==> config.mk <==
export PLATFORM = sky130hd
export DESIGN_NAME = address_space_decoder
export DESIGN_NICKNAME = d
export VERILOG_FILES = /design/src/hdl/addr_map_pkg.sv /design/src/hdl/address_space_decoder.sv
export SDC_FILE = /design/constraint.sdc
export NUM_CORES = 1
export LEC_CHECK = 0
export ABC_AREA = 0
export BUFFER_PORTS_ARGS = -buffer_cell sky130_fd_sc_hd__clkbuf_2
export CAP_MARGIN = 20
export CORE_MARGIN = 2
export CORE_UTILIZATION = 39
export DETAILED_ROUTE_END_ITERATION = 8
export PLACE_DENSITY = 0.66
export SLEW_MARGIN = 25
export SYNTH_ARGS = -nofsm -noshare
export SYNTH_HDL_FRONTEND = slang
export SYNTH_SLANG_ARGS = --single-unit
==> constraint.sdc <==
create_clock -name clk_sys -period 2.6 [get_ports clk_sys]
set_input_delay 0.26 -clock clk_sys [delete_from_list [all_inputs] [get_ports clk_sys]]
set_output_delay 0.26 -clock clk_sys [all_outputs]
set_load 0.005 [all_outputs]
==> src/hdl/addr_map_pkg.sv <==
/*
 * Shared constants and carrier types for the address space decoder:
 * segment numbers, memory limits, program counter wrap points, the
 * special function register aliases and the request and answer structs.
 * Assumes a 24-bit byte address made of an 8-bit segment and a 16-bit
 * offset, as seen by the core's fetch and data units.
 */
package addr_map_pkg;

    localparam int ADDR_W = 24;

    // Segments.
    localparam logic [7:0] SEG_CODE = 8'hFF;
    localparam logic [7:0] SEG_LAST_LIN = 8'hFE;
    localparam logic [7:0] SEG_DATA = 8'h00;
    localparam logic [7:0] SEG_DATA_TOP = 8'h01;

    // Program counter value after reset.
    localparam logic [23:0] PC_RESET = 24'hFF0000;

    // On-chip code memory, 32 KB at the bottom of the code segment.
    localparam logic [15:0] CODE_LAST = 16'h7FFF;
    // Top eight bytes whose prefetch can run onto the external bus.
    localparam logic [15:0] CODE_TOP8_FIRST = 16'h7FF8;

    // Register file of 32 bytes followed by 1 KB of data RAM.
    localparam logic [15:0] REGFILE_BYTES = 16'h0020;
    localparam logic [15:0] RAM_LIMIT = 16'h0420;
    localparam logic [15:0] BIT_RAM_FIRST = 16'h0020;
    localparam logic [15:0] BIT_RAM_LAST = 16'h00FF;

    // Upper 16 KB of region 00: mirroring the upper 16 KB of code.
    localparam logic [15:0] MIRROR_FIRST = 16'hC000;
    localparam logic [1:0] MIRROR_CODE_HI = 2'b01;

    // Core special function registers and their register file bytes.
    localparam logic [7:0] SFR_ACC = 8'hE0;
    localparam logic [7:0] SFR_B = 8'hF0;
    localparam logic [7:0] SFR_SP = 8'h81;
    localparam logic [7:0] SFR_SPH = 8'hBE;
    localparam logic [7:0] SFR_DPL = 8'h82;
    localparam logic [7:0] SFR_DPH = 8'h83;
    localparam logic [7:0] SFR_DPXL = 8'h84;
    localparam logic [7:0] RF_ACC = 8'h0B;
    localparam logic [7:0] RF_B = 8'h0A;
    localparam logic [7:0] RF_SP = 8'h3F;
    localparam logic [7:0] RF_SPH = 8'h3E;
    localparam logic [7:0] RF_DPL = 8'h3B;
    localparam logic [7:0] RF_DPH = 8'h3A;
    localparam logic [7:0] RF_DPXL = 8'h39;

    typedef enum logic [1:0] {
        SPACE_CODE,
        SPACE_DATA,
        SPACE_SFR
    } space_t;

    typedef enum logic [2:0] {
        TGT_NONE,
        TGT_CODE,
        TGT_RAM,
        TGT_SFR,
        TGT_EXT
    } target_t;

    typedef struct packed {
        logic valid;
        space_t space;
        logic [23:0] addr;
        logic is_const;
        logic bit_op;
    } access_req_t;

    typedef struct packed {
        target_t target;
        logic [23:0] local_addr;
        logic ext_start;
        logic bit_ok;
        logic sfr_alias;
        logic prefetch_hazard;
    } decode_t;

endpackage

==> src/hdl/address_space_decoder.sv <==
/*
 * Address space decoder and program counter wrap logic.
 * Each access presented on the request port is routed to exactly one of
 * on-chip code, on-chip RAM, the SFR region or the external bus, and the
 * answer is registered one clock later. The program counter is held here
 * and stepped or loaded by the core.
 * Assumes the external access select level arrives from a pin and the
 * code mirror disable bit comes from configuration logic on clk_sys.
 * The pin is used only after two flops, so a change of level reaches
 * the decode two to three cycles later; the core keeps code requests
 * idle across such a change, or a few fetches take the old route.
 */
// How it works
// - Select high: 32 KB code at FF: bottom
// - Select low: every code fetch goes external
// - PC at end of FF: wraps to FF:0000h
// - PC past end of FE: continues FF:0000h
// - PC past end of 01: wraps to 00:
// - Flag execution in the top eight code bytes
// - Constant reads from top bytes stay internal
// - 1 KB RAM sits above 32-byte register file
// - RAM bytes 20h through FFh are bit addressable
// - Code fetches never reach the data RAM
// - Mirror enabled maps upper code into 00:
// - Mirror with select low fetches external FF:
// - Mirror disabled hides code from region 00:
// - Unmapped data accesses go to external bus
// - SFRs decoded in their own S: region
// - Every SFR supports single-bit access
// - Core SFRs alias their register file bytes
`timescale 1ns/1ps

module address_space_decoder
    import addr_map_pkg::*;
(
    input wire logic clk_sys,
    input wire logic arst_n,
    input wire logic external_access_select,
    input wire logic code_mirror_disable,
    input wire access_req_t req,
    input wire logic pc_load,
    input wire logic [23:0] pc_load_value,
    input wire logic pc_step_en,
    input wire logic [2:0] pc_step,
    output decode_t answer,
    output logic [23:0] pc
);

    // Synchroniser for the access select pin.
    logic ea_meta_reg;
    logic ea_sync_reg;
    logic ea_meta_next;
    logic ea_sync_next;

    // Decode state.
    decode_t answer_reg;
    decode_t answer_next;

    // Program counter state.
    logic [23:0] pc_reg;
    logic [23:0] pc_next;

    // Combinational helpers.
    logic [7:0] seg;
    logic [15:0] off;
    logic [7:0] rf_index;
    logic rf_hit;
    logic [16:0] pc_sum;
    logic [7:0] pc_seg;
    logic code_rom_hit;
    logic ram_hit;
    logic mirror_hit;
    logic top8_hit;
    logic bit_ram_hit;

    assign seg = req.addr[23:16];
    assign off = req.addr[15:0];
    assign pc_seg = pc_reg[23:16];

    // The pin level is only read after the second flop; a board may change
    // it at any time, but fetches in the next few cycles may take the old route.
    always_comb
    begin
        ea_meta_next = external_access_select;
        ea_sync_next = ea_meta_reg;
    end

    always_ff @(posedge clk_sys or negedge arst_n)
    begin
        if (!arst_n)
        begin
            ea_meta_reg <= 1'b0;
            ea_sync_reg <= 1'b0;
        end
        else
        begin
            ea_meta_reg <= ea_meta_next;
            ea_sync_reg <= ea_sync_next;
        end
    end

    // Region flags of the request, shared by the router below.
    always_comb
    begin
        code_rom_hit = seg == SEG_CODE && off <= CODE_LAST;
        ram_hit = seg == SEG_DATA && off < RAM_LIMIT;
        mirror_hit = seg == SEG_DATA && off >= MIRROR_FIRST;
        top8_hit = off >= CODE_TOP8_FIRST && off <= CODE_LAST;
        bit_ram_hit = off >= BIT_RAM_FIRST && off <= BIT_RAM_LAST;
    end

    // Core SFRs that share storage with the register file.
    // Only the low byte of the address names an SFR in S:.
    always_comb
    begin
        rf_hit = 1'b1;
        rf_index = 8'h00;
        if (req.addr[7:0] == SFR_ACC)
        begin
            rf_index = RF_ACC;
        end
        else if (req.addr[7:0] == SFR_B)
        begin
            rf_index = RF_B;
        end
        else if (req.addr[7:0] == SFR_SP)
        begin
            rf_index = RF_SP;
        end
        else if (req.addr[7:0] == SFR_SPH)
        begin
            rf_index = RF_SPH;
        end
        else if (req.addr[7:0] == SFR_DPL)
        begin
            rf_index = RF_DPL;
        end
        else if (req.addr[7:0] == SFR_DPH)
        begin
            rf_index = RF_DPH;
        end
        else if (req.addr[7:0] == SFR_DPXL)
        begin
            rf_index = RF_DPXL;
        end
        else
        begin
            rf_hit = 1'b0;
        end
    end

    // Route one access.
    always_comb
    begin
        answer_next = '0;
        answer_next.target = TGT_NONE;
        if (req.valid)
        begin
            case (req.space)
                SPACE_CODE:
                begin
                    // The data RAM is never a candidate here.
                    if (ea_sync_reg && code_rom_hit)
                    begin
                        answer_next.target = TGT_CODE;
                        answer_next.local_addr = {8'h00, off};
                        // Instruction fetches near the top may drag the
                        // prefetcher onto the bus; constant reads do not.
                        answer_next.prefetch_hazard =
                            !req.is_const && top8_hit;
                    end
                    else
                    begin
                        answer_next.target = TGT_EXT;
                        answer_next.local_addr = req.addr;
                    end
                end
                SPACE_DATA:
                begin
                    if (ram_hit)
                    begin
                        // Register file bytes then the 1 KB RAM.
                        answer_next.target = TGT_RAM;
                        answer_next.local_addr = {8'h00, off};
                        answer_next.bit_ok =
                            req.bit_op && bit_ram_hit;
                    end
                    else if (mirror_hit && !code_mirror_disable)
                    begin
                        // Window offsets land in the upper half of code.
                        if (ea_sync_reg)
                        begin
                            answer_next.target = TGT_CODE;
                            answer_next.local_addr =
                                {8'h00, MIRROR_CODE_HI, off[13:0]};
                        end
                        else
                        begin
                            answer_next.target = TGT_EXT;
                            answer_next.local_addr =
                                {SEG_CODE, MIRROR_CODE_HI, off[13:0]};
                        end
                    end
                    else
                    begin
                        // Includes the mirror window when it is disabled.
                        answer_next.target = TGT_EXT;
                        answer_next.local_addr = req.addr;
                    end
                end
                SPACE_SFR:
                begin
                    if (rf_hit)
                    begin
                        answer_next.target = TGT_RAM;
                        answer_next.local_addr = {16'h0000, rf_index};
                        answer_next.sfr_alias = 1'b1;
                    end
                    else
                    begin
                        answer_next.target = TGT_SFR;
                        answer_next.local_addr = {16'h0000, req.addr[7:0]};
                    end
                    answer_next.bit_ok = req.bit_op;
                end
                default:
                begin
                    answer_next.target = TGT_NONE;
                end
            endcase
            answer_next.ext_start = answer_next.target == TGT_EXT;
        end
    end

    // Registering the answer puts every output on a flop; the price is
    // one cycle of latency for every access.
    always_ff @(posedge clk_sys or negedge arst_n)
    begin
        if (!arst_n)
        begin
            answer_reg <= '0;
        end
        else
        begin
            answer_reg <= answer_next;
        end
    end

    // Program counter. A load wins over a step in the same cycle.
    // Steps are at most seven bytes, so one carry is the only wrap case.
    always_comb
    begin
        pc_sum = {1'b0, pc_reg[15:0]} + {14'h0000, pc_step};
        pc_next = pc_reg;
        if (pc_load)
        begin
            pc_next = pc_load_value;
        end
        else if (pc_step_en)
        begin
            if (!pc_sum[16])
            begin
                pc_next = {pc_seg, pc_sum[15:0]};
            end
            else if (pc_seg == SEG_CODE)
            begin
                pc_next = {SEG_CODE, pc_sum[15:0]};
            end
            else if (pc_seg == SEG_LAST_LIN)
            begin
                pc_next = {SEG_CODE, pc_sum[15:0]};
            end
            else if (pc_seg == SEG_DATA_TOP)
            begin
                // Keeps execution out of the reserved segments above.
                pc_next = {SEG_DATA, pc_sum[15:0]};
            end
            else
            begin
                pc_next = {pc_seg + 8'h01, pc_sum[15:0]};
            end
        end
    end

    // Reset starts execution at the bottom of the code segment.
    always_ff @(posedge clk_sys or negedge arst_n)
    begin
        if (!arst_n)
        begin
            pc_reg <= PC_RESET;
        end
        else
        begin
            pc_reg <= pc_next;
        end
    end

    assign answer = answer_reg;
    assign pc = pc_reg;

endmodule // address_space_decoder

* Word-level counts from Yosys, hierarchy flattened *
Index checks and enable logic that the tools add are counted.

storage, ports and cells
  bits in registers = 57
  input port bits = 62
  output and inout bits = 55

cells by class
  $add $sub $neg = 2
  magnitude comparators = 6
  equal/unequal tests = 14
  mux-type cells = 35
  reductions and logical operators = 16

operators with widths
  kind                    number
  $mux W24                6
  $mux W27                4
  $eq A8 B8 Y1 const B    10
  $pmux W24 S3            1
  $mux W6                 6
  $mux W31                1
  $mux W25                1
  $add A16 B3 Y17         1
  $ge A16 B15 Y1 const B  1
  $ge A16 B16 Y1 const B  1
  $ge A16 B6 Y1 const B   1
  $le A16 B15 Y1 const B  1
  $le A16 B8 Y1 const B   1
  $lt A16 B11 Y1 const B  1
  $mux W1                 12
  $logic_and A1 B1 Y1     9
  $pmux W3 S3             1
  $add A8 B1 Y8 const B   1
  $eq A8 B1 Y1 const B    1
  $logic_not A8 Y1        1
  $mux W8                 1
  $reduce_bool A2 Y1      2
  $eq A3 B3 Y1 const B    1
  $mux W3                 1
  other kinds (6)         7

* Longest topological paths before layout *
  depth after elaboration = 13
  mapped depth = 9

* Least setup slack after synthesis *
No wires, ideal clock.

  kind = flip-flop to flip-flop
  from = register pc_reg[0], in the netlist pc[0]
  to = register pc_reg[23], in the netlist pc[23]
  arrival = 1.899 ns
  data required time = 2.518 ns
  path slack = 0.620 ns
  stages on the path, launching flop included = 9
  cells stage by stage = dfrtp_1 -> ha_1 -> inv_1 -> fa_1 -> nor2b_1 -> o21ba_2 -> nand3_2 -> o31a_1 -> nor3_1

on the way
  cells in the longest elaborated chain, start to end = 3

ends and longest elaborated chain
  item                                 line                          text
  start, declared                      address_space_decoder.sv:60   logic [23:0] pc_reg;
  start signal, assigned               address_space_decoder.sv:294  pc_reg <= pc_next;
  $add A16 B3 Y17                      address_space_decoder.sv:253  pc_sum = {1'b0, pc_reg[15:0]} + {14'h0000, pc_step};
  $reduce_bool A2 Y1 (no source line)  n/a
  $reduce_and A2 Y1 (no source line)   n/a

Every way passes these cells.
A chain may end at the register's enable or synchronous reset.

* Final worst setup path *
  from = register pc_reg[0], in the netlist pc[0]
  to = register pc_reg[19], in the netlist pc[19]

Same word-level chain as after synthesis.

==> results.sh <==
export IMPL_outcome="finished clean"
export IMPL_fin_setup_tns_ps=0
export IMPL_vdd_drop_max_v=0.000365
export IMPL_yosys_warnings=0
export IMPL_relSlewSlack_pct=43.2
export IMPL_synth_area_leader_cell="dfrtp_1"
export IMPL_final_cell_count_no_fill=557
export IMPL_die_w_um=93.2
export IMPL_worstMarginPinSlew_ps=846
export IMPL_max_freq_mhz=454
export IMPL_critPathMaxStageDelay_ps=400
export IMPL_largest_reg_flops=31
export IMPL_p_int_mw=1.92
export IMPL_worstPathCellList="ha_1 > inv_1 > fa_1 > nor2b_1 > o21ba_2 > and3_1 > a21oi_1 > o31ai_1"
export IMPL_critPathMaxFanout=8
export IMPL_cts_repair_resized=0
export IMPL_period_share_pct=84.7
export IMPL_syn_area_um2=3110
export IMPL_drtAntennaViolNets=0
export IMPL_synth_edf_count=0
export IMPL_wl_per_cell_um=14.4
export IMPL_final_nets=523
export IMPL_synth_most_common_cell="dfrtp_1"
export IMPL_dieArea_um2=8690
export IMPL_synth_cell_type_count=59
export IMPL_core_area_um2=7730
export IMPL_slowest_stage="fa_1"
export IMPL_root_buffer="clkbuf_8"
export IMPL_cts_sinks=57
export IMPL_slew_viol_final=0
export IMPL_top_layer_used="met4"
export IMPL_hold_violations=0
export IMPL_clock_path_buffers=2
export IMPL_seqPwrFrac_pct=40.1
export IMPL_grt_util_all_layers_pct=19.0
export IMPL_synth_fp_nets=400
export IMPL_drt_first_pass_iters=4
export IMPL_finClkSkew_ps=3.64
export IMPL_swShare_pct=24.7
export IMPL_dpl_worst_slack_ps=420
export IMPL_start_util_pct=40.2
export IMPL_finalWirelength_mm=8.02
export IMPL_ctsHoldBuffers=1
export IMPL_cts_setup_buffers=0
export IMPL_cts_tree="yes"
export IMPL_gp_congestion=0.921
export IMPL_power_density_nw_per_um2=622
export IMPL_p_switching_mw=0.631
export IMPL_synthFlopType="dfrtp_1"
export IMPL_hold_class="primary input to flip-flop"
export IMPL_drt_vias_per_instance=5.29
export IMPL_overflow=0
export IMPL_p_leak_nw=2.00
export IMPL_fin_util_pct=53.1
export IMPL_worstPathRequired_ps=2840
export IMPL_grt_start_max_net_pins=46
export IMPL_grt_pass1_wl_mm=13.2
export IMPL_rsz0062_at_grt="false"
export IMPL_ys_top_cells_by_area="dfrtp_1, dfstp_2, nand2_1"
export IMPL_layout_min_cycle_time_ps=2200
export IMPL_route_met2_wl_mm=3.78
export IMPL_antenna_found_initial=0
export IMPL_setup_slack_ps=397
export IMPL_clkPwrFrac_pct=44.8
export IMPL_fp_dieH_um=93.2
export IMPL_synth_top_cells_by_count="dfrtp_1, nand2_1, o21ai_0"
export IMPL_drt_iter0_drc=82
export IMPL_insertion_delay_ps=330
export IMPL_ios=117
export IMPL_cts_inserted_buffers=9
export IMPL_syn_area_per_cell_um2=9.50
export IMPL_num_rows=32
export IMPL_setup_violations_final=0
export IMPL_grt_pass1_vias=2861
export IMPL_path_class="flip-flop to flip-flop"
export IMPL_worstSetupEndpointType="flip-flop"
export IMPL_htree_num_levels=3
export IMPL_synth_seq_cells=57
export IMPL_p_comb_share_pct=15.1
export IMPL_wl_met3_um=628
export IMPL_n_antenna_cell=0
export IMPL_route_detailed_drc=0
export IMPL_dp_cells=540
export IMPL_netlist_instances=327
export IMPL_m1WireLength_mm=3.55
export IMPL_portBuffers=116
export IMPL_place_hpwl_mm=6.07
export IMPL_crit_arrival_ps=2440
export IMPL_area_growth_pct=32.2
export IMPL_drv_cap=0
export IMPL_drive_gt1_share_pct=34.3
export IMPL_synth_async_reset_ratio_pct=100
export IMPL_yosysSeqAreaShare_pct=46.3
export IMPL_vias=2945
export IMPL_hold_slack_ps=30.4
export IMPL_clk_pin_slew_ps=70
export IMPL_critPathLaunchType="flip-flop"
export IMPL_yosys_area_top_type_share_pct=39.5
## power groups by stage
stage          clock network [mW]  logic (mW)  registers, mW
3_3_place_gp                    0       0.383           1.04
3_5_place_dp                    0       0.388           1.04
2_1_floorplan                   0       0.192           1.03
5_1_grt                      1.21       0.436           1.03
6_report                     1.14       0.387           1.02
4_1_cts                      1.17       0.392           1.02
## layer usage
layer  vias up  GRT usage (%)
li1       1440              -
met1      1384           24.4
met2       114           30.9
met3         7           6.53
met4         0           4.17
met5         -              0
## worst paths after layout
kind | startpoint | end | slack, ps | cells past startpoint
max in group asynchronous | arst_n | answer[28]$_DFF_PN0_ | 1490 | 3
min in group asynchronous | arst_n | pc[14]$_DFFE_PN0P_ | 500 | 2
hold reg to reg | ea_meta_reg$_DFF_PN0_ | ea_sync_reg$_DFF_PN0_ | 360 | 0
hold / removal | external_access_select | ea_meta_reg$_DFF_PN0_ | 30 | 1
setup / recovery | pc[0]$_DFFE_PN0P_ | pc[19]$_DFFE_PN1P_ | 400 | 8
setup reg to reg | pc[0]$_DFFE_PN0P_ | pc[19]$_DFFE_PN1P_ | 400 | 8
## placed cells by master, fill, tap and decap left out, types with 11 or more instances in the layout
master    Yosys  routed
dfrtp_1      49      49
nor2_1       19      19
clkbuf_2      0     116
and3_1       11      11
a21oi_1      12      12
nand2_1      37      37
xnor2_1      12      12
nor3_1       15      15
o21ai_0      21      21
inv_1        15      15
nand3_1      11      11
clkbuf_8      0      11
## worst max-delay path: cells and delay by family (launching register included)
family / cells / cell delay [ps]
adders and majority gates: 2 / 570
and+or+nand+nor: 2 / 560
AOI/OAI and AO/OA: 3 / 560
DFF: 1 / 370
buffers and inverters: 1 / 50
## cells by family after synthesis
group	share of synthesized area (%)
adder cells (fa/ha/maj)	4.67
multiplexers	1.01
AO/OA/AOI/OAI	16.2
AND/OR/NAND/NOR	25.0
flip-flops	46.3
XOR/XNOR	3.95
buffers and inverters	2.98
## per-stage QoR
| step | area, um^2 | total power, mW |
|---|---|---|
| floorplan | 3110 | 1.23 |
| global placement | 3820 | 1.42 |
| detailed placement | 3820 | 1.43 |
| CTS | 4110 | 2.59 |
| global route | 4110 | 2.68 |
| finish | 4110 | 2.55 |
## cell type report
| class | count | area (um^2) |
|---|---|---|
| multi-input cells | 246 | 1580 |
| fillers | 726 | 3620 |
| inverters | 15 | 56.3 |
| well taps | 102 | 128 |
| clock inverters | 5 | 125 |
| clock buffers | 11 | 151 |
| flip-flops and latches | 57 | 1440 |
| repair buffers | 121 | 633 |
(Power assumes the default switching activity.)
